===== src/logic/tear_scan_params.svh =====
// constants for the tear output and gate scan block
// assumes a 50 MHz system clock; included by bare name
`ifndef TEAR_SCAN_PARAMS_SVH
`define TEAR_SCAN_PARAMS_SVH
`define CLK_NS 20
`define CLK_MHZ 50
`define GATE_LINES 320
`define LINE_NS 48000
`define HBLANK_NS 8000
`define VBLANK_US 1100
`define TEAR_VHIGH_MIN_US 1000
`define TEAR_HHIGH_MAX_US 500
`define LINE_CYC (`LINE_NS / `CLK_NS)
`define HBLANK_CYC (`HBLANK_NS / `CLK_NS)
`define VBLANK_CYC (`VBLANK_US * `CLK_MHZ)
`define VHIGH_MIN_CYC ((`TEAR_VHIGH_MIN_US * 1000 + `CLK_NS - 1) / `CLK_NS)
`define HHIGH_MAX_CYC (`TEAR_HHIGH_MAX_US * `CLK_MHZ)
`define OP_TEAR_OFF 8'h34
`define OP_TEAR_ON 8'h35
`define TEAR_MODE_BIT 0
`define CFG_REVERSE_BIT 0
`define CFG_INTERLACE_BIT 1
`define REG_CMD 8'h00
`define REG_SCAN 8'h04
`define REG_STATUS 8'h08
`define STAT_VBLANK_BIT 16
`define STAT_TEAR_BIT 17
`define RESP_OKAY 2'h0
`define RESP_SLVERR 2'h2
`endif


===== src/logic/tear_scan_pkg.sv =====
// types for the tear output and gate scan block
// no dependencies
package tear_scan_pkg;
    typedef enum logic [1:0] {
        PH_VBLANK = 2'h1,
        PH_ACTIVE = 2'h2
    } phase_t;
endpackage


===== src/logic/tear_sync_and_gate_scan.sv =====
// tear sync output, gate line scan sequencer and axi4-lite registers
// assumes one 50 MHz clock; bus master on the same clock
//
// The address map and the AXI4-Lite register port were chosen for this implementation.
`timescale 1ns/100ps
`include "tear_scan_params.svh"

module tear_sync_and_gate_scan #(
    parameter int GATES = `GATE_LINES,
    parameter int LINE_CYC = `LINE_CYC,
    parameter int HBLANK_CYC = `HBLANK_CYC,
    parameter int VBLANK_CYC = `VBLANK_CYC,
    parameter int CNT_W = 17
) (
    input wire logic i_clk,
    input wire logic i_resetn,
    input wire logic [7:0] i_awaddr,
    input wire logic i_awvalid,
    output logic o_awready,
    input wire logic [31:0] i_wdata,
    input wire logic [3:0] i_wstrb,
    input wire logic i_wvalid,
    output logic o_wready,
    output logic [1:0] o_bresp,
    output logic o_bvalid,
    input wire logic i_bready,
    input wire logic [7:0] i_araddr,
    input wire logic i_arvalid,
    output logic o_arready,
    output logic [31:0] o_rdata,
    output logic [1:0] o_rresp,
    output logic o_rvalid,
    input wire logic i_rready,
    output logic o_tear_sync_out,
    output logic [GATES-1:0] o_gate_select
);
    localparam logic [CNT_W-1:0] VB_LAST = CNT_W'(VBLANK_CYC - 1);
    localparam logic [CNT_W-1:0] LN_LAST = CNT_W'(LINE_CYC - 1);
    localparam logic [CNT_W-1:0] HB_CYC = CNT_W'(HBLANK_CYC);
    localparam logic [8:0] LAST_LINE = 9'(GATES - 1);
    localparam logic [8:0] HALF = 9'(GATES / 2);
    localparam int VH_MIN = (`VHIGH_MIN_CYC < VBLANK_CYC - 1) ? `VHIGH_MIN_CYC : VBLANK_CYC - 1;
    localparam int HH_MAX = `HHIGH_MAX_CYC;

    // bus state
    logic aw_got_ff, w_got_ff, bvalid_ff, rvalid_ff;
    logic [7:0] awaddr_ff;
    logic [31:0] wdata_ff, rdata_ff;
    logic [3:0] wstrb_ff;
    logic [1:0] bresp_ff, rresp_ff;
    logic tear_en_ff, tear_mode_ff, reverse_ff, interlace_ff;
    logic nxt_aw_got, nxt_w_got, nxt_bvalid, nxt_rvalid;
    logic [7:0] nxt_awaddr;
    logic [31:0] nxt_wdata, nxt_rdata;
    logic [3:0] nxt_wstrb;
    logic [1:0] nxt_bresp, nxt_rresp;
    logic nxt_tear_en, nxt_tear_mode, nxt_reverse, nxt_interlace;
    logic do_wr, cmd_hit;
    logic [7:0] wr_word, rd_word;

    // scan state
    tear_scan_pkg::phase_t phase_ff, nxt_phase;
    logic [CNT_W-1:0] cnt_ff, nxt_cnt;
    logic [8:0] line_ff, nxt_line, base_idx, gate_idx;
    logic [1:0] cfg_ff, nxt_cfg;
    logic tear_ff, nxt_tear, hblank, update;
    logic [GATES-1:0] gate_ff, nxt_gate;

    assign o_awready = !aw_got_ff && !bvalid_ff;
    assign o_wready = !w_got_ff && !bvalid_ff;
    assign o_arready = !rvalid_ff;
    assign o_bvalid = bvalid_ff;
    assign o_bresp = bresp_ff;
    assign o_rvalid = rvalid_ff;
    assign o_rdata = rdata_ff;
    assign o_rresp = rresp_ff;
    assign o_tear_sync_out = tear_ff;
    assign o_gate_select = gate_ff;

    assign do_wr = aw_got_ff && w_got_ff && !bvalid_ff;
    assign wr_word = {awaddr_ff[7:2], 2'h0};
    assign rd_word = {i_araddr[7:2], 2'h0};
    assign cmd_hit = do_wr && wr_word == `REG_CMD && wstrb_ff[0];

    always_comb begin
        nxt_aw_got = aw_got_ff;
        nxt_w_got = w_got_ff;
        nxt_awaddr = awaddr_ff;
        nxt_wdata = wdata_ff;
        nxt_wstrb = wstrb_ff;
        nxt_bvalid = bvalid_ff;
        nxt_bresp = bresp_ff;
        nxt_rvalid = rvalid_ff;
        nxt_rdata = rdata_ff;
        nxt_rresp = rresp_ff;
        nxt_tear_en = tear_en_ff;
        nxt_tear_mode = tear_mode_ff;
        nxt_reverse = reverse_ff;
        nxt_interlace = interlace_ff;
        if (i_awvalid && o_awready) begin
            nxt_aw_got = 1'b1;
            nxt_awaddr = i_awaddr;
        end
        if (i_wvalid && o_wready) begin
            nxt_w_got = 1'b1;
            nxt_wdata = i_wdata;
            nxt_wstrb = i_wstrb;
        end
        if (bvalid_ff && i_bready) begin
            nxt_bvalid = 1'b0;
        end
        if (do_wr) begin
            nxt_aw_got = 1'b0;
            nxt_w_got = 1'b0;
            nxt_bvalid = 1'b1;
            nxt_bresp = `RESP_OKAY;
            case (wr_word)
                `REG_CMD: begin
                    // unknown opcodes are dropped silently, as a command port would
                    if (cmd_hit && wdata_ff[7:0] == `OP_TEAR_OFF) begin
                        nxt_tear_en = 1'b0;
                    end else if (cmd_hit && wdata_ff[7:0] == `OP_TEAR_ON && wstrb_ff[1]) begin
                        nxt_tear_en = 1'b1;
                        nxt_tear_mode = wdata_ff[8 + `TEAR_MODE_BIT];
                    end
                end
                `REG_SCAN: begin
                    if (wstrb_ff[0]) begin
                        nxt_reverse = wdata_ff[`CFG_REVERSE_BIT];
                        nxt_interlace = wdata_ff[`CFG_INTERLACE_BIT];
                    end
                end
                `REG_STATUS: begin
                end
                default: nxt_bresp = `RESP_SLVERR;
            endcase
        end
        if (rvalid_ff && i_rready) begin
            nxt_rvalid = 1'b0;
        end
        if (i_arvalid && o_arready) begin
            nxt_rvalid = 1'b1;
            nxt_rresp = `RESP_OKAY;
            nxt_rdata = 32'h0;
            case (rd_word)
                `REG_CMD: nxt_rdata[1:0] = {tear_mode_ff, tear_en_ff};
                `REG_SCAN: nxt_rdata[1:0] = {interlace_ff, reverse_ff};
                `REG_STATUS: begin
                    nxt_rdata[8:0] = line_ff;
                    nxt_rdata[`STAT_VBLANK_BIT] = phase_ff == tear_scan_pkg::PH_VBLANK;
                    nxt_rdata[`STAT_TEAR_BIT] = tear_ff;
                end
                default: nxt_rresp = `RESP_SLVERR;
            endcase
        end
    end

    always_ff @(posedge i_clk or negedge i_resetn) begin
        if (!i_resetn) begin
            aw_got_ff <= 1'b0;
            w_got_ff <= 1'b0;
            awaddr_ff <= 8'h00;
            wdata_ff <= 32'h0;
            wstrb_ff <= 4'h0;
            bvalid_ff <= 1'b0;
            bresp_ff <= 2'h0;
            rvalid_ff <= 1'b0;
            rdata_ff <= 32'h0;
            rresp_ff <= 2'h0;
            tear_en_ff <= 1'b0;
            tear_mode_ff <= 1'b0;
            reverse_ff <= 1'b0;
            interlace_ff <= 1'b0;
        end else begin
            aw_got_ff <= nxt_aw_got;
            w_got_ff <= nxt_w_got;
            awaddr_ff <= nxt_awaddr;
            wdata_ff <= nxt_wdata;
            wstrb_ff <= nxt_wstrb;
            bvalid_ff <= nxt_bvalid;
            bresp_ff <= nxt_bresp;
            rvalid_ff <= nxt_rvalid;
            rdata_ff <= nxt_rdata;
            rresp_ff <= nxt_rresp;
            tear_en_ff <= nxt_tear_en;
            tear_mode_ff <= nxt_tear_mode;
            reverse_ff <= nxt_reverse;
            interlace_ff <= nxt_interlace;
        end
    end

    // line = hblank head then update; field = 320 lines then vblank
    assign hblank = phase_ff == tear_scan_pkg::PH_ACTIVE && cnt_ff < HB_CYC;
    assign update = phase_ff == tear_scan_pkg::PH_ACTIVE && !hblank;

    always_comb begin
        nxt_phase = phase_ff;
        nxt_cnt = cnt_ff + CNT_W'(1);
        nxt_line = line_ff;
        nxt_cfg = cfg_ff;
        case (phase_ff)
            tear_scan_pkg::PH_VBLANK: begin
                if (cnt_ff == VB_LAST) begin
                    nxt_phase = tear_scan_pkg::PH_ACTIVE;
                    nxt_cnt = '0;
                    nxt_line = 9'h000;
                    // order only changes at field start, so no frame mixes two orders
                    nxt_cfg = {interlace_ff, reverse_ff};
                end
            end
            tear_scan_pkg::PH_ACTIVE: begin
                if (cnt_ff == LN_LAST) begin
                    nxt_cnt = '0;
                    if (line_ff == LAST_LINE) begin
                        nxt_phase = tear_scan_pkg::PH_VBLANK;
                    end else begin
                        nxt_line = line_ff + 9'h001;
                    end
                end
            end
            default: begin
                nxt_phase = tear_scan_pkg::PH_VBLANK;
                nxt_cnt = '0;
            end
        endcase
        nxt_tear = 1'b0;
        if (tear_en_ff) begin
            if (phase_ff == tear_scan_pkg::PH_VBLANK) begin
                // in horizontal mode one low cycle ends vblank so the first h pulse stays separate
                nxt_tear = tear_mode_ff ? cnt_ff != VB_LAST : 1'b1;
            end else begin
                nxt_tear = tear_mode_ff && hblank;
            end
        end
        if (!cfg_ff[1]) begin
            base_idx = line_ff;
        end else if (line_ff < HALF) begin
            base_idx = {line_ff[7:0], 1'b0};
        end else begin
            base_idx = {8'(line_ff - HALF), 1'b1};
        end
        gate_idx = cfg_ff[0] ? LAST_LINE - base_idx : base_idx;
    end

    genvar g;
    generate
        for (g = 0; g < GATES; g++) begin : gen_gate
            assign nxt_gate[g] = update && gate_idx == 9'(g);
        end
    endgenerate

    always_ff @(posedge i_clk or negedge i_resetn) begin
        if (!i_resetn) begin
            phase_ff <= tear_scan_pkg::PH_VBLANK;
            cnt_ff <= '0;
            line_ff <= 9'h000;
            cfg_ff <= 2'h0;
            tear_ff <= 1'b0;
            gate_ff <= '0;
        end else begin
            phase_ff <= nxt_phase;
            cnt_ff <= nxt_cnt;
            line_ff <= nxt_line;
            cfg_ff <= nxt_cfg;
            tear_ff <= nxt_tear;
            gate_ff <= nxt_gate;
        end
    end

    // checking helpers
    logic [CNT_W-1:0] hi_run_ff;
    logic seen_ff;
    always_ff @(posedge i_clk or negedge i_resetn) begin
        if (!i_resetn) begin
            hi_run_ff <= '0;
            seen_ff <= 1'b0;
        end else begin
            hi_run_ff <= tear_ff ? hi_run_ff + CNT_W'(1) : '0;
            if (!tear_en_ff || tear_mode_ff) begin
                seen_ff <= 1'b0;
            end else if (nxt_phase == tear_scan_pkg::PH_VBLANK && phase_ff == tear_scan_pkg::PH_ACTIVE) begin
                seen_ff <= 1'b1;
            end
        end
    end
endmodule


===== config.mk =====
export PLATFORM = sky130hd
export DESIGN_NAME = tear_sync_and_gate_scan
export DESIGN_NICKNAME = d
export VERILOG_FILES = /design/src/logic/tear_scan_pkg.sv /design/src/logic/tear_sync_and_gate_scan.sv
export VERILOG_INCLUDE_DIRS = /design/src /design/src/logic
export SDC_FILE = /design/constraint.sdc
export NUM_CORES = 1
export LEC_CHECK = 0
export BUFFER_PORTS_ARGS = -buffer_cell sky130_fd_sc_hd__buf_4
export CORE_ASPECT_RATIO = 2
export CORE_MARGIN = 2
export CORE_UTILIZATION = 35
export DETAILED_ROUTE_END_ITERATION = 6
export PLACE_DENSITY = 0.6
export SYNTH_ARGS = -nofsm -noshare
export SYNTH_HDL_FRONTEND = slang
export SYNTH_SLANG_ARGS = --single-unit

===== constraint.sdc =====
create_clock -name i_clk -period 10.4 [get_ports i_clk]
set_clock_uncertainty 0.05 [all_clocks]
set_input_delay 2.08 -clock i_clk [delete_from_list [all_inputs] [get_ports i_clk]]
set_output_delay 2.08 -clock i_clk [all_outputs]
set_load 0.02 [all_outputs]

### Yosys cells after proc, flatten, opt, wreduce, memory -nomap -nowiden

Index checks and enable logic that the tools add are counted.

* register bits: 393
* bits in read-only memories: 0
* bits of input ports: 59
* RAM bits: 0
* bits in latches: 0
* logic and storage cells: 753
* memories kept: 0
* output and inout bits: 362

* div/mod/pow operators: 0
* equal/unequal tests: 335
* order comparisons: 2
* mux-type cells: 32
* reductions and logical operators: 359
* add/subtract/negate cells: 4
* shift operators: 0
* multipliers: 0
* bitwise logic cells: 1

Operators with widths (number)
* $eq 9x8->1 const B: 128
* $eq 9x9->1 const B: 65
* $eq 9x7->1 const B: 64
* $logic_and 1x1->1: 337
* $eq 9x6->1 const B: 32
* $eq 9x5->1 const B: 16
* $eq 9x4->1 const B: 8
* $mux 9: 6
* $eq 9x3->1 const B: 4
* $mux 17: 2
* $pmux 17 s2: 1
* $eq 9x2->1 const B: 2
* $pmux 9 s2: 1
* $add 17x1->17 const B: 1
* $eq 17x12->1 const B: 1
* $eq 17x16->1 const B: 1
* $lt 17x9->1 const B: 1
* $ne 17x16->1 const B: 1
* $eq 8x6->1 const B: 2
* $logic_not 8->1: 2
* $mux 1: 13
* $eq 6x1->1 const B: 2
* $eq 6x2->1 const B: 2
* $mux 2: 6
* other kinds (20): 35

### Logic depth before layout (Yosys ltp)

Gate-level depths: netlist of run 1.

* depth in word-level cells: 8
* gate-level depth with buffers: 14
* mapped depth without buffers: 10

### Worst setup path after synthesis of run 1

OpenSTA, ideal clock, no wires.

* path type: input -> register
* start point: input port i_araddr[5]
* end point: register rdata_ff[16], in the netlist o_rdata[16]
* library setup time: 66 ps
* stages: 5
* data required time: 10284 ps
* path slack: 6960 ps
* buffers on the path: 1
* arrival: 3324 ps
* cell sequence: or4_1 nor2_1 and3b_1 clkbuf_1 a22o_1

* word-level cells in the longest chain between the ends: 2

RTL lines
* from (decl): RTL line tear_sync_and_gate_scan.sv:27 `input wire logic [7:0] i_araddr,`
* $eq 6x2->1: RTL line tear_sync_and_gate_scan.sv:145 `case (rd_word)`
* $mux 2: RTL line tear_sync_and_gate_scan.sv:145
* to (signal assigned): RTL line tear_sync_and_gate_scan.sv:183 `rdata_ff <= nxt_rdata;`
* to (decl): RTL line tear_sync_and_gate_scan.sv:48 `logic [31:0] wdata_ff, rdata_ff;`

Every way passes these cells.
A chain may end at the register's enable or synchronous reset.

### Final worst setup path of run 1

* start point: register line_ff[5]
* end point: register gate_ff[217], in the netlist o_gate_select[217]

* word-level cells in the longest chain between the ends: 7
* elaborated cells between the ends (all ways): 8
* those cells by class: 2 x add/sub; 1 x order compare; 1 x eq/ne; 3 x mux; 1 x reduce/logical

RTL lines
* from (decl): RTL line tear_sync_and_gate_scan.sv:64 `logic [8:0] line_ff, nxt_line, base_idx, gate_idx;`
* from (signal assigned): RTL line tear_sync_and_gate_scan.sv:263 `line_ff <= nxt_line;`
* $sub 8x8->8 / $lt 9x8->1 (equally long branches): RTL line tear_sync_and_gate_scan.sv:240, tear_sync_and_gate_scan.sv:237
* $mux 9: RTL line tear_sync_and_gate_scan.sv:237 `end else if (line_ff < HALF) begin`
* $mux 9 (*): RTL line tear_sync_and_gate_scan.sv:235 `if (!cfg_ff[1]) begin`
* $sub 9x9->9: RTL line tear_sync_and_gate_scan.sv:242 `gate_idx = cfg_ff[0] ? LAST_LINE - base_idx : base_idx;`
* $mux 9 (*): RTL line tear_sync_and_gate_scan.sv:242
* $eq 9x8->1 (*): RTL line tear_sync_and_gate_scan.sv:248 `assign nxt_gate[g] = update && gate_idx == 9'(g);`
* $logic_and 1x1->1 (*): RTL line tear_sync_and_gate_scan.sv:248
* named net nxt_gate[217]: RTL line tear_sync_and_gate_scan.sv:67 `logic [GATES-1:0] gate_ff, nxt_gate;`
* to (signal assigned): RTL line tear_sync_and_gate_scan.sv:266 `gate_ff <= nxt_gate;`
* to (decl): RTL line tear_sync_and_gate_scan.sv:67

Mark *: on every way through the listed nets, which the timed path passes. The rest lies on a longest branch.

==> results of run 1 <==
-- cells by family after synthesis --
group           count (synthesis)
compound gates                 78
fa+ha+maj                       7
other cells                     1
flops                         389
buf+inv                       148
simple gates                  497
xor+xnor                       18
mux                            27
-- flip-flops by register name (all words and copies together) (netlist names), 2 cells and up --
name           flops
cnt_ff            17
phase_ff           2
cfg_ff             2
line_ff            9
awaddr_ff          6
wdata_ff           9
o_gate_select    320
wstrb_ff           2
o_rdata           11
-- layer usage --
metal,share of wire [%],GRT usage [%]
met4,5.5,10.06
met1,34,21.09
met2,56,37.12
met5,0,0
met3,4.7,2.484
-- critical path: stages, from the launching register on --
cell and delay [ps]:
dfrtp_1 580, inv_1 190, ha_1 290, nand2b_1 190, a21o_1 200, a31oi_1 740
ha_1 290, nand2_1 70, xnor2_1 780, nand4_1 990, buf_4 620, nor3_1 300
-- layout make-up --
cell class	count	share of cell area (%)
timing repair buffer	385	15.61
clock buffer	51	5.349
clock inverter	9	0.8793
tap	535	3.591
inverter	16	0.3222
multi-input combinational	650	22.02
sequential	389	52.23
-- placed cells by master (no fill, tap or decap), types with 4 or more instances in the layout --
cell / count
a22o_1: 11
xor2_1: 4
ha_1: 7
and2_1: 6
nor2_1: 33
nand3_1: 22
bufinv_16: 4
o21ai_1: 4
nor2b_1: 9
nand3b_1: 11
nor4_2: 44
nand2_1: 42
o21ai_0: 10
nor3_1: 276
mux2i_1: 4
inv_1: 14
a31oi_1: 4
or4_1: 9
clkbuf_8: 4
xnor2_1: 14
and3_1: 5
mux2_2: 19
a21oi_1: 17
buf_4: 383
clkbuf_1: 11
nor4_1: 6
clkbuf_16: 36
nand4_1: 7
dfrtp_1: 388
mux2_1: 4
conb_1: 23
o31ai_1: 6
-- how the worst max path moves through the flow --
stage,slack [ps],endpoint,startpoint,cells after the start
6_report,4980,o_gate_select[217]$_DFF_PN0_,line_ff[5]$_DFFE_PN0P_,11
5_1_grt,4590,o_gate_select[217]$_DFF_PN0_,line_ff[5]$_DFFE_PN0P_,11
4_1_cts,4950,o_gate_select[217]$_DFF_PN0_,line_ff[5]$_DFFE_PN0P_,11
3_5_place_dp,4970,o_gate_select[217]$_DFF_PN0_,line_ff[5]$_DFFE_PN0P_,11
3_3_place_gp,5160,o_gate_select[217]$_DFF_PN0_,line_ff[5]$_DFFE_PN0P_,11
2_1_floorplan,6960,o_rdata[16]$_DFFE_PN0P_,i_araddr[5],5
-- stage by stage --
step / area, sq um / hold WS, ps / total power (uW) / util [%] / setup slack [ps]
2_1_floorplan: 14560 / 373.9 / 1705 / - / 6960
5_1_grt: 18640 / 433.9 / 3184 / 45.63 / 4591
6_report: 18640 / 403.3 / 3065 / 45.63 / 4981
4_1_cts: 18640 / 410.6 / 3109 / 45.63 / 4952
3_3_place_gp: 17480 / 387.1 / 1770 / 42.78 / 5159
3_5_place_dp: 17480 / 401.7 / 1777 / 42.78 / 4967
-- report_power, final --
part	switching, uW	total (uW)	internal, uW
combinational	86.6	154	67.4
sequential	29.3	1590	1560
clock	554	1320	769
==> out/metrics.cfg, run 1 <==
[hold_path]
hp-start = cnt_ff[0]$_DFF_PN0_
holdPathStages = 1
hp-class = register to register
hold_path_end = cnt_ff[0]$_DFF_PN0_

[worst_setup_path]
reg2regPathDepth = 11
worstSetupStartpointType = register
ff2ff_setup_slack_ps = 4980
path_class = register to register
crit_path_max_fanout = 48
r2r-start = line_ff[5]$_DFFE_PN0P_
arrival_ps = 5780
r2r_end = o_gate_select[217]$_DFF_PN0_
critPathRequiredTime_ps = 10760
end_kind = register

[synth]
syn_avg_cell_area_sq_um = 12.43
synth_top_area_cell = dfrtp_1
ys_seq_elements = 389
synth_top_family_by_area = simple AND/OR/NAND/NOR gates
ys_seq_area_share_pct = 67.25
synth-simple-area-share_pct = 20.01
synth-xor-area-share_pct = 1.089
ys_warn_count = 0
synth_most_common_cell = dfrtp_1
synth_fa_ha_area_share_pct = 0.6050
synth.distinct_cells = 64
synth_mux_area_share_pct = 2.066
ys.flop_type = dfrtp_1
synthesis.area_sq_um = 14480
synth-compound-area-share_pct = 3.777
synth-edff-count = 0
synthTopCellsByCount = dfrtp_1 (388), nor3_1 (276), clkbuf_1 (57)
synthTopCellsByArea = dfrtp_1 (67%), nor3_1 (9.5%), nor4_2 (3.8%)
synth_top_area_share_pct = 67.07
synthArstFlopShare_pct = 100.0
syn_inst = 1165

[timing]
hold_viol_final = 0
fmax_ghz = 0.1845
worst_slew_pin_slew_ps = 1059
period_share_pct = 52.11
rsz0062_at_grt = false
maxSlewViolCount = 0
slew-limit-headroom_pct = 29.42
finalSetupTns_ps = 0
min_period_ps = 5419
finalSetupViolCount = 0

[clock_network]
clkTransAtPathRegs_ps = 70
clk_latency_ps = 520
htree_levels = 2
cts_hold_buf = 0
postCtsSetupBuffers = 0
cts-resized-gates = 0
cts.sinks = 389
cts_buffers = 35
ctsLongestPathBuffers = 3
cts_tree = yes
ctsRootBufferMaster = clkbuf_16

[global_route]
grt_pass1_wl_mm = 64.44
antenna_found_initial = 0
grt_pass1_vias = 10350
track_usage_pct = 19.66
grt_overflow = 0
grt_max_degree = 177

[placed_design]
hpwl_mm = 29.55
io_buffers = 368
dp.cells = 1975
globalplace.congestion = 0.8208

[route]
routed_wl_mm = 43.23
drc = 0
via_count = 10260
avgViaCountPerCell = 5.041
firstDrtPassIters = 5
drtIter0Drc = 511
detail-route-antenna-nets = 0
wl_per_cell_um = 21.24

[power]
peakVddDrop_uv = 156.9
power.density_nw_per_um2 = 164.4
leakage_uw = 0.008882

[floorplanning]
boundaryPins = 421
dieArea_sq_um = 43100
num_rows = 105
coreArea_sq_um = 40860
start_util_pct = 35.43
die_h_um = 291.6
die_w_um = 147.8

[layout]
layoutNonFillerInstCount = 2035
multi_input_area_sq_um = 4105
nNetsFinal = 1543
area_growth_pct = 28.77
regArea_sq_um = 9736
diodes = 0
nFillCells = 3714
drive_above_1_share_pct = 34.33

[status]
status = completed

[job]
maxCapViolations = 0

Power figures use the tool's default switching activity.
==> inputs of run 2 (changes only) <==
==> constraint.sdc (replaced) <==
create_clock -name i_clk -period 5.56 [get_ports i_clk]
set_clock_uncertainty 0.05 [all_clocks]
set_input_delay 1.112 -clock i_clk [delete_from_list [all_inputs] [get_ports i_clk]]
set_output_delay 1.112 -clock i_clk [all_outputs]
set_load 0.02 [all_outputs]
==> run 2 against run 1 <==
Worst hold slack improved by 10 ps. Routed wire length decreased by 1.1%. Total power increased by 99%. Critical path depth unchanged. Flip-flop and latch count unchanged. Combinational power increased by 87%. Critical path type unchanged.
==> out/metrics.cfg, run 2 (synthesis gave the netlist of run 1 again) <==
[global_route]
track_usage_pct = 19.47  ; was 19.66%
grt_pass1_wl_mm = 63.81  ; was 64.44 mm
grt_max_degree = 122  ; was 177
grt_overflow = 0  ; unchanged
antenna_found_initial = 0  ; unchanged
grt_pass1_vias = 10290  ; was 10.35k

[job]
maxCapViolations = 0  ; unchanged

[clock_network]
htree_levels = 2  ; unchanged
cts_tree = yes  ; unchanged
postCtsSetupBuffers = 0  ; unchanged
ctsLongestPathBuffers = 3  ; unchanged
cts_hold_buf = 0  ; unchanged
cts_buffers = 36  ; was 35
clkTransAtPathRegs_ps = 60  ; was 70 ps
ctsRootBufferMaster = clkbuf_16  ; unchanged
clk_latency_ps = 530  ; was 520 ps
cts.sinks = 389  ; unchanged
cts-resized-gates = 0  ; unchanged

[route]
wl_per_cell_um = 20.93  ; was 21.24 um
detail-route-antenna-nets = 0  ; unchanged
via_count = 10270  ; was 10.26k
drtIter0Drc = 469  ; was 511
firstDrtPassIters = 5  ; unchanged
avgViaCountPerCell = 5.026  ; was 5.041
drc = 0  ; unchanged
routed_wl_mm = 42.75  ; was 43.23 mm

[timing]
maxSlewViolCount = 0  ; unchanged
hold_viol_final = 0  ; unchanged
slew-limit-headroom_pct = 22.66  ; was 29.42%
finalSetupViolCount = 0  ; unchanged
period_share_pct = 77.61  ; was 52.11%
setup_slack_ps = 1245  ; was 4981 ps
finalSetupTns_ps = 0  ; unchanged
fmax_ghz = 0.2317  ; was 0.1845 GHz
worst_slew_pin_slew_ps = 1160  ; was 1059 ps
rsz0062_at_grt = false  ; unchanged
min_period_ps = 4315  ; was 5419 ps

[worst_setup_path]
cp-startpoint = line_ff[5]$_DFFE_PN0P_  ; unchanged
crit_path_max_fanout = 36  ; was 48
slowest_delay_ps = 720  ; was 990 ps
r2r-start = line_ff[5]$_DFFE_PN0P_  ; unchanged
reg2regPathDepth = 11  ; unchanged
crit_chain = inv_1 -> ha_1 -> nand2b_1 -> a21o_1 -> a31oi_1 -> ha_1 -> nand2_1 -> xnor2_1 -> buf_4 -> nand3_2 -> nor3_1  ; was inv_1 -> ha_1 -> nand2b_1 -> a21o_1 -> a31oi_1 -> ha_1 -> nand2_1 -> xnor2_1 -> nand4_1 -> buf_4 -> nor3_1
crit_buf_inv = 2  ; unchanged
arrival_ps = 4660  ; was 5780 ps
end_kind = register  ; unchanged
path_class = register to register  ; unchanged
ff2ff_setup_slack_ps = 1240  ; was 4980 ps
cpMostUsedCell = ha_1  ; unchanged
crit_family = simple AND/OR/NAND/NOR gates  ; unchanged
crit_path_top_delay_cell = nand3_2  ; was nand4_1
critPathRequiredTime_ps = 5910  ; was 10760 ps
worstSetupStartpointType = register  ; unchanged
r2r_end = o_gate_select[171]$_DFF_PN0_  ; was o_gate_select[217]$_DFF_PN0_

[placed_design]
dpl_worst_slack_ps = 1248  ; was 4967 ps
hpwl_mm = 29.20  ; was 29.55 mm
placed_area_sq_um = 17510  ; was 17480 sq um
globalplace.congestion = 0.8177  ; was 0.8208
io_buffers = 368  ; unchanged

[layout]
final_cell_mix = dfrtp_1 (388), buf_4 (384), nor3_1 (276)  ; was dfrtp_1 (388), buf_4 (383), nor3_1 (276)
largest_register_ffs = 320  ; unchanged
diodes = 0  ; unchanged
nNetsFinal = 1546  ; was 1543
design_area_sq_um = 18910  ; was 18640 sq um
nFillCells = 3701  ; was 3714
final_common_cell = dfrtp_1  ; unchanged
drive_above_1_share_pct = 35.21  ; was 34.33%
area_growth_pct = 30.61  ; was 28.77%

[floorplanning]
coreArea_sq_um = 40860  ; unchanged
num_rows = 105  ; unchanged
boundaryPins = 421  ; unchanged
start_util_pct = 35.43  ; unchanged
die_h_um = 291.6  ; unchanged
dieArea_sq_um = 43100  ; unchanged
die_w_um = 147.8  ; unchanged

[hold_path]
hp-start = cnt_ff[0]$_DFF_PN0_  ; unchanged
hold_path_end = cnt_ff[0]$_DFF_PN0_  ; unchanged
holdPathStages = 1  ; unchanged
hp-class = register to register  ; unchanged

[status]
status = completed  ; unchanged

[power]
peakVddDrop_uv = 297.8  ; was 156.9 uV
leakage_uw = 0.008991  ; was 0.008882 uW
power_uw = 6111  ; was 3065 uW
power.density_nw_per_um2 = 323.2  ; was 164.4 nW/um^2

## run 2: changes by cell type in the layout (fill, tap and decap cells not counted), moves of 2 or more
cell,delta
clkbuf_1,-8
clkinvlp_4,+6
bufinv_16,+5
clkbuf_16,+2
clkbuf_8,+2
clkinv_4,+2
inv_6,-2
## run 2: routing by layer
layer	global-route usage [%]	routed length [um]
met2	36.91	24030
met4	9.545	2307
met1	20.83	14390
met5	0	0
met3	2.625	2029
## run 2: worst register-to-register path, cell delays in order (launching register included)
cell	delay, ps
dfrtp_1	550
inv_1	180
ha_1	280
nand2b_1	190
a21o_1	190
a31oi_1	710
ha_1	280
nand2_1	70
xnor2_1	190
buf_4	200
nand3_2	720
nor3_1	580
## run 2: how the worst max path moves through the flow
stage               depth (start not counted)                           end
floorplan                                  14   o_gate_select[90]$_DFF_PN0_
global placement                           11  o_gate_select[171]$_DFF_PN0_
detailed placement                         11  o_gate_select[171]$_DFF_PN0_
CTS                                        11  o_gate_select[171]$_DFF_PN0_
global route                               11  o_gate_select[171]$_DFF_PN0_
finish                                     11  o_gate_select[171]$_DFF_PN0_
## run 2: cell type report
| type | count | area, sq um | area share (%) |
|---|---|---|---|
| multi-input cells | 650 | 4105 | 21.71 |
| well taps | 535 | 669.4 | 3.540 |
| inverters | 16 | 60.06 | 0.3176 |
| clock buffers | 47 | 1045 | 5.526 |
| clock inverters | 19 | 354.1 | 1.873 |
| repair buffers | 387 | 2938 | 15.54 |
| flip-flops and latches | 389 | 9736 | 51.49 |
## run 2: where the power goes
group / switching (uW) / internal [uW] / total [uW]
clock: 1090 / 1760 / 2850
sequential: 56.9 / 2910 / 2970
combinational: 161 / 127 / 288
## run 2: through the flow
step / utilization (%) / hold WS, ps / std cells
2_1_floorplan: - / 373.9 / 1187
3_3_place_gp: 42.85 / 387.1 / 1977
3_5_place_dp: 42.85 / 408.0 / 1977
4_1_cts: 46.27 / 415.8 / 2043
5_1_grt: 46.27 / 433.9 / 2043
6_report: 46.27 / 413.3 / 2043
==> inputs of run 3 (changes only) <==
--- a/config.mk
+++ b/config.mk
@@ -6,6 +6,7 @@
 export SDC_FILE = /design/constraint.sdc
 export NUM_CORES = 1
 export LEC_CHECK = 0
+export ABC_AREA = 1
 export BUFFER_PORTS_ARGS = -buffer_cell sky130_fd_sc_hd__buf_4
 export CORE_ASPECT_RATIO = 2
 export CORE_MARGIN = 2
==> constraint.sdc (replaced) <==
create_clock -name i_clk -period 4.5 [get_ports i_clk]
set_clock_uncertainty 0.05 [all_clocks]
set_input_delay 0.9 -clock i_clk [delete_from_list [all_inputs] [get_ports i_clk]]
set_output_delay 0.9 -clock i_clk [all_outputs]
set_load 0.02 [all_outputs]
==> run 3 against run 2 <==
Die area shrank 4.4%. Flip-flop and latch count unchanged. Largest power group unchanged. Largest cell class unchanged. Clock-buffer cell count decreased by 1. Global-route usage is 0.12 points lower. Routed wire length shrank 6.2%. Total power grew 15%. First-iteration DRC count fell by 1.7%. Combinational power is 30% higher.
==> out/metrics.cfg, run 3 <==
[clock_network]
postCtsSetupBuffers = 0  ; unchanged
ctsRootBufferMaster = clkbuf_16  ; unchanged
clk_latency_ps = 520  ; was 530 ps
clkTransAtPathRegs_ps = 70  ; was 60 ps
htree_levels = 2  ; unchanged
cts.sinks = 389  ; unchanged
cts_hold_buf = 0  ; unchanged
cts-resized-gates = 0  ; unchanged
ctsLongestPathBuffers = 3  ; unchanged
cts_buffers = 35  ; was 36
cts_tree = yes  ; unchanged

[timing]
slew-limit-headroom_pct = 34.24  ; was 22.66%
finalSetupViolCount = 0  ; unchanged
setup_slack_ps = 589.6  ; was 1245 ps
maxSlewViolCount = 0  ; unchanged
period_share_pct = 86.90  ; was 77.61%
rsz0062_at_grt = false  ; unchanged
min_period_ps = 3910  ; was 4315 ps
finalSetupTns_ps = 0  ; unchanged
worst_slew_pin_slew_ps = 984.0  ; was 1160 ps
fmax_ghz = 0.2557  ; was 0.2317 GHz
hold_viol_final = 0  ; unchanged

[global_route]
grt_max_degree = 130  ; was 122
antenna_found_initial = 0  ; unchanged
grt_overflow = 0  ; unchanged
track_usage_pct = 19.36  ; was 19.47%
grt_pass1_vias = 9944  ; was 10.29k
grt_pass1_wl_mm = 59.85  ; was 63.81 mm

[worst_setup_path]
end_kind = register  ; unchanged
path_class = register to register  ; unchanged
crit_buf_inv = 5  ; was 2
cpMostUsedCell = nand2_1  ; was ha_1
crit_chain = inv_1 -> ha_1 -> inv_1 -> nand2_1 -> nand2_1 -> nand2_1 -> o21ai_2 -> inv_2 -> ha_1 -> nand2_1 -> inv_1 -> nand2_1 -> nand2_1 -> nor2_4 -> nand2_1 -> buf_4 -> nor2_1  ; was inv_1 -> ha_1 -> nand2b_1 -> a21o_1 -> a31oi_1 -> ha_1 -> nand2_1 -> xnor2_1 -> buf_4 -> nand3_2 -> nor3_1
worstSetupStartpointType = register  ; unchanged
critPathRequiredTime_ps = 4910  ; was 5910 ps
crit_family = simple AND/OR/NAND/NOR gates  ; unchanged
arrival_ps = 4320  ; was 4660 ps
slowest_delay_ps = 670  ; was 720 ps
crit_path_max_fanout = 16  ; was 36
crit_path_top_delay_cell = nand2_1  ; was nand3_2

[synth]
synth_top_area_cell = dfrtp_1  ; unchanged
ys_seq_elements = 389  ; unchanged
synth.distinct_cells = 35  ; was 64
syn_avg_cell_area_sq_um = 10.65  ; was 12.43 sq um
syn_inst = 1298  ; was 1165
synthTopCellsByArea = dfrtp_1 (70%), nor2_1 (11%), nand2_1 (5.0%)  ; was dfrtp_1 (67%), nor3_1 (9.5%), nor4_2 (3.8%)
ys.flop_type = dfrtp_1  ; unchanged
ys_warn_count = 0  ; unchanged
synth_most_common_cell = nor2_1  ; was dfrtp_1
synthArstFlopShare_pct = 100.0  ; unchanged
synthesis.area_sq_um = 13830  ; was 14480 sq um
synth-edff-count = 0  ; unchanged
synth_top_area_share_pct = 70.21  ; was 67.07%
synthTopCellsByCount = nor2_1 (416), dfrtp_1 (388), nand2_1 (184)  ; was dfrtp_1 (388), nor3_1 (276), clkbuf_1 (57)
ys_seq_area_share_pct = 70.40  ; was 67.25%

[layout]
drive_above_1_share_pct = 27.62  ; was 35.21%
final_cell_mix = nor2_1 (416), buf_4 (391), dfrtp_1 (388)  ; was dfrtp_1 (388), buf_4 (384), nor3_1 (276)
regArea_sq_um = 9736  ; unchanged
area_growth_pct = 31.72  ; was 30.61%
nFillCells = 3729  ; was 3701
final_common_cell = nor2_1  ; was dfrtp_1
largest_register_ffs = 320  ; unchanged
multi_input_area_sq_um = 3440  ; was 4105 sq um
diodes = 0  ; unchanged
nNetsFinal = 1740  ; was 1546

[route]
via_count = 9961  ; was 10.27k
drtIter0Drc = 461  ; was 469
firstDrtPassIters = 5  ; unchanged
routed_wl_mm = 40.09  ; was 42.75 mm
wl_per_cell_um = 18.04  ; was 20.93 um
drc = 0  ; unchanged
avgViaCountPerCell = 4.481  ; was 5.026
detail-route-antenna-nets = 0  ; unchanged

[floorplanning]
start_util_pct = 35.30  ; was 35.43%
die_h_um = 285.1  ; was 291.6 um
dieArea_sq_um = 41210  ; was 43100 sq um
die_w_um = 144.6  ; was 147.8 um
num_rows = 103  ; was 105
boundaryPins = 421  ; unchanged
coreArea_sq_um = 39180  ; was 40860 sq um

[hold_path]
hp-class = input port to asynchronous set/reset pin  ; was register to register

[power]
power.density_nw_per_um2 = 385.7  ; was 323.2 nW/um^2
leakage_uw = 0.009413  ; was 0.008991 uW
peakVddDrop_uv = 401.8  ; was 297.8 uV
power_uw = 7026  ; was 6111 uW

[placed_design]
globalplace.congestion = 0.8334  ; was 0.8177
io_buffers = 368  ; unchanged
dpl_worst_slack_ps = 559.6  ; was 1248 ps
hpwl_mm = 27.41  ; was 29.20 mm

[job]
maxCapViolations = 0  ; unchanged

[status]
status = completed  ; unchanged

run 3: kinds of logic (layout without fill, tap and decap cells):
family | count (synthesis) | count (layout) | synth area share (%)
simple gates | 687 | 687 | 19.93
flops | 389 | 389 | 70.40
buf+inv | 142 | 520 | 5.393
compound gates | 50 | 50 | 2.072
xor+xnor | 14 | 14 | 0.8867
mux | 8 | 8 | 0.6515
fa+ha+maj | 7 | 7 | 0.6333
other cells | 1 | 23 | 0.02712
run 3: power by group:
group	leakage, uW	switching [uW]	internal, uW
clock	0.000556	1300	1710
combinational	0.00350	241	132
sequential	0.00536	54.6	3600
run 3: worst paths after layout:
path | depth (start not counted) | slack [ps] | end | startpoint
setup / recovery | 17 | 590 | o_gate_select[25]$_DFF_PN0_ | line_ff[5]$_DFFE_PN0P_
max in group asynchronous | 2 | 3060 | o_gate_select[179]$_DFF_PN0_ | i_resetn
hold reg to reg | 1 | 400 | cnt_ff[0]$_DFF_PN0_ | cnt_ff[0]$_DFF_PN0_
hold / removal | 1 | 270 | o_gate_select[256]$_DFF_PN0_ | i_resetn
setup reg to reg | 17 | 590 | o_gate_select[25]$_DFF_PN0_ | line_ff[5]$_DFFE_PN0P_
min in group i_clk | 1 | 400 | cnt_ff[0]$_DFF_PN0_ | cnt_ff[0]$_DFF_PN0_
run 3: per-stage QoR:
step | cell area, sq um | instances | hold WS [ps] | util [%]
2_1_floorplan | 13910 | 1320 | 382.2 | -
3_3_place_gp | 17070 | 2162 | 401.1 | 43.56
3_5_place_dp | 17070 | 2162 | 401.3 | 43.56
4_1_cts | 18220 | 2223 | 276.8 | 46.49
5_1_grt | 18220 | 2223 | 299.5 | 46.49
6_report | 18220 | 2223 | 269.6 | 46.49
run 3: area by class of cell:
cell class,instances,share of cell area (%)
Sequential cell,389,53.45
Multi-Input combinational cell,789,18.88
Timing Repair Buffer,394,16.42
Clock buffer,46,5.317
Tap cell,525,3.606
Inverter,65,1.339
Clock inverter,15,0.9891
run 3: per-layer routing:
layer,track usage [%],vias to the layer above,part of all wire (%)
met3,7.389,75,11
met4,7.888,0,4.1
met1,23.92,4718,40
met2,30.43,444,45
li1,-,4724,-
met5,0,-,0
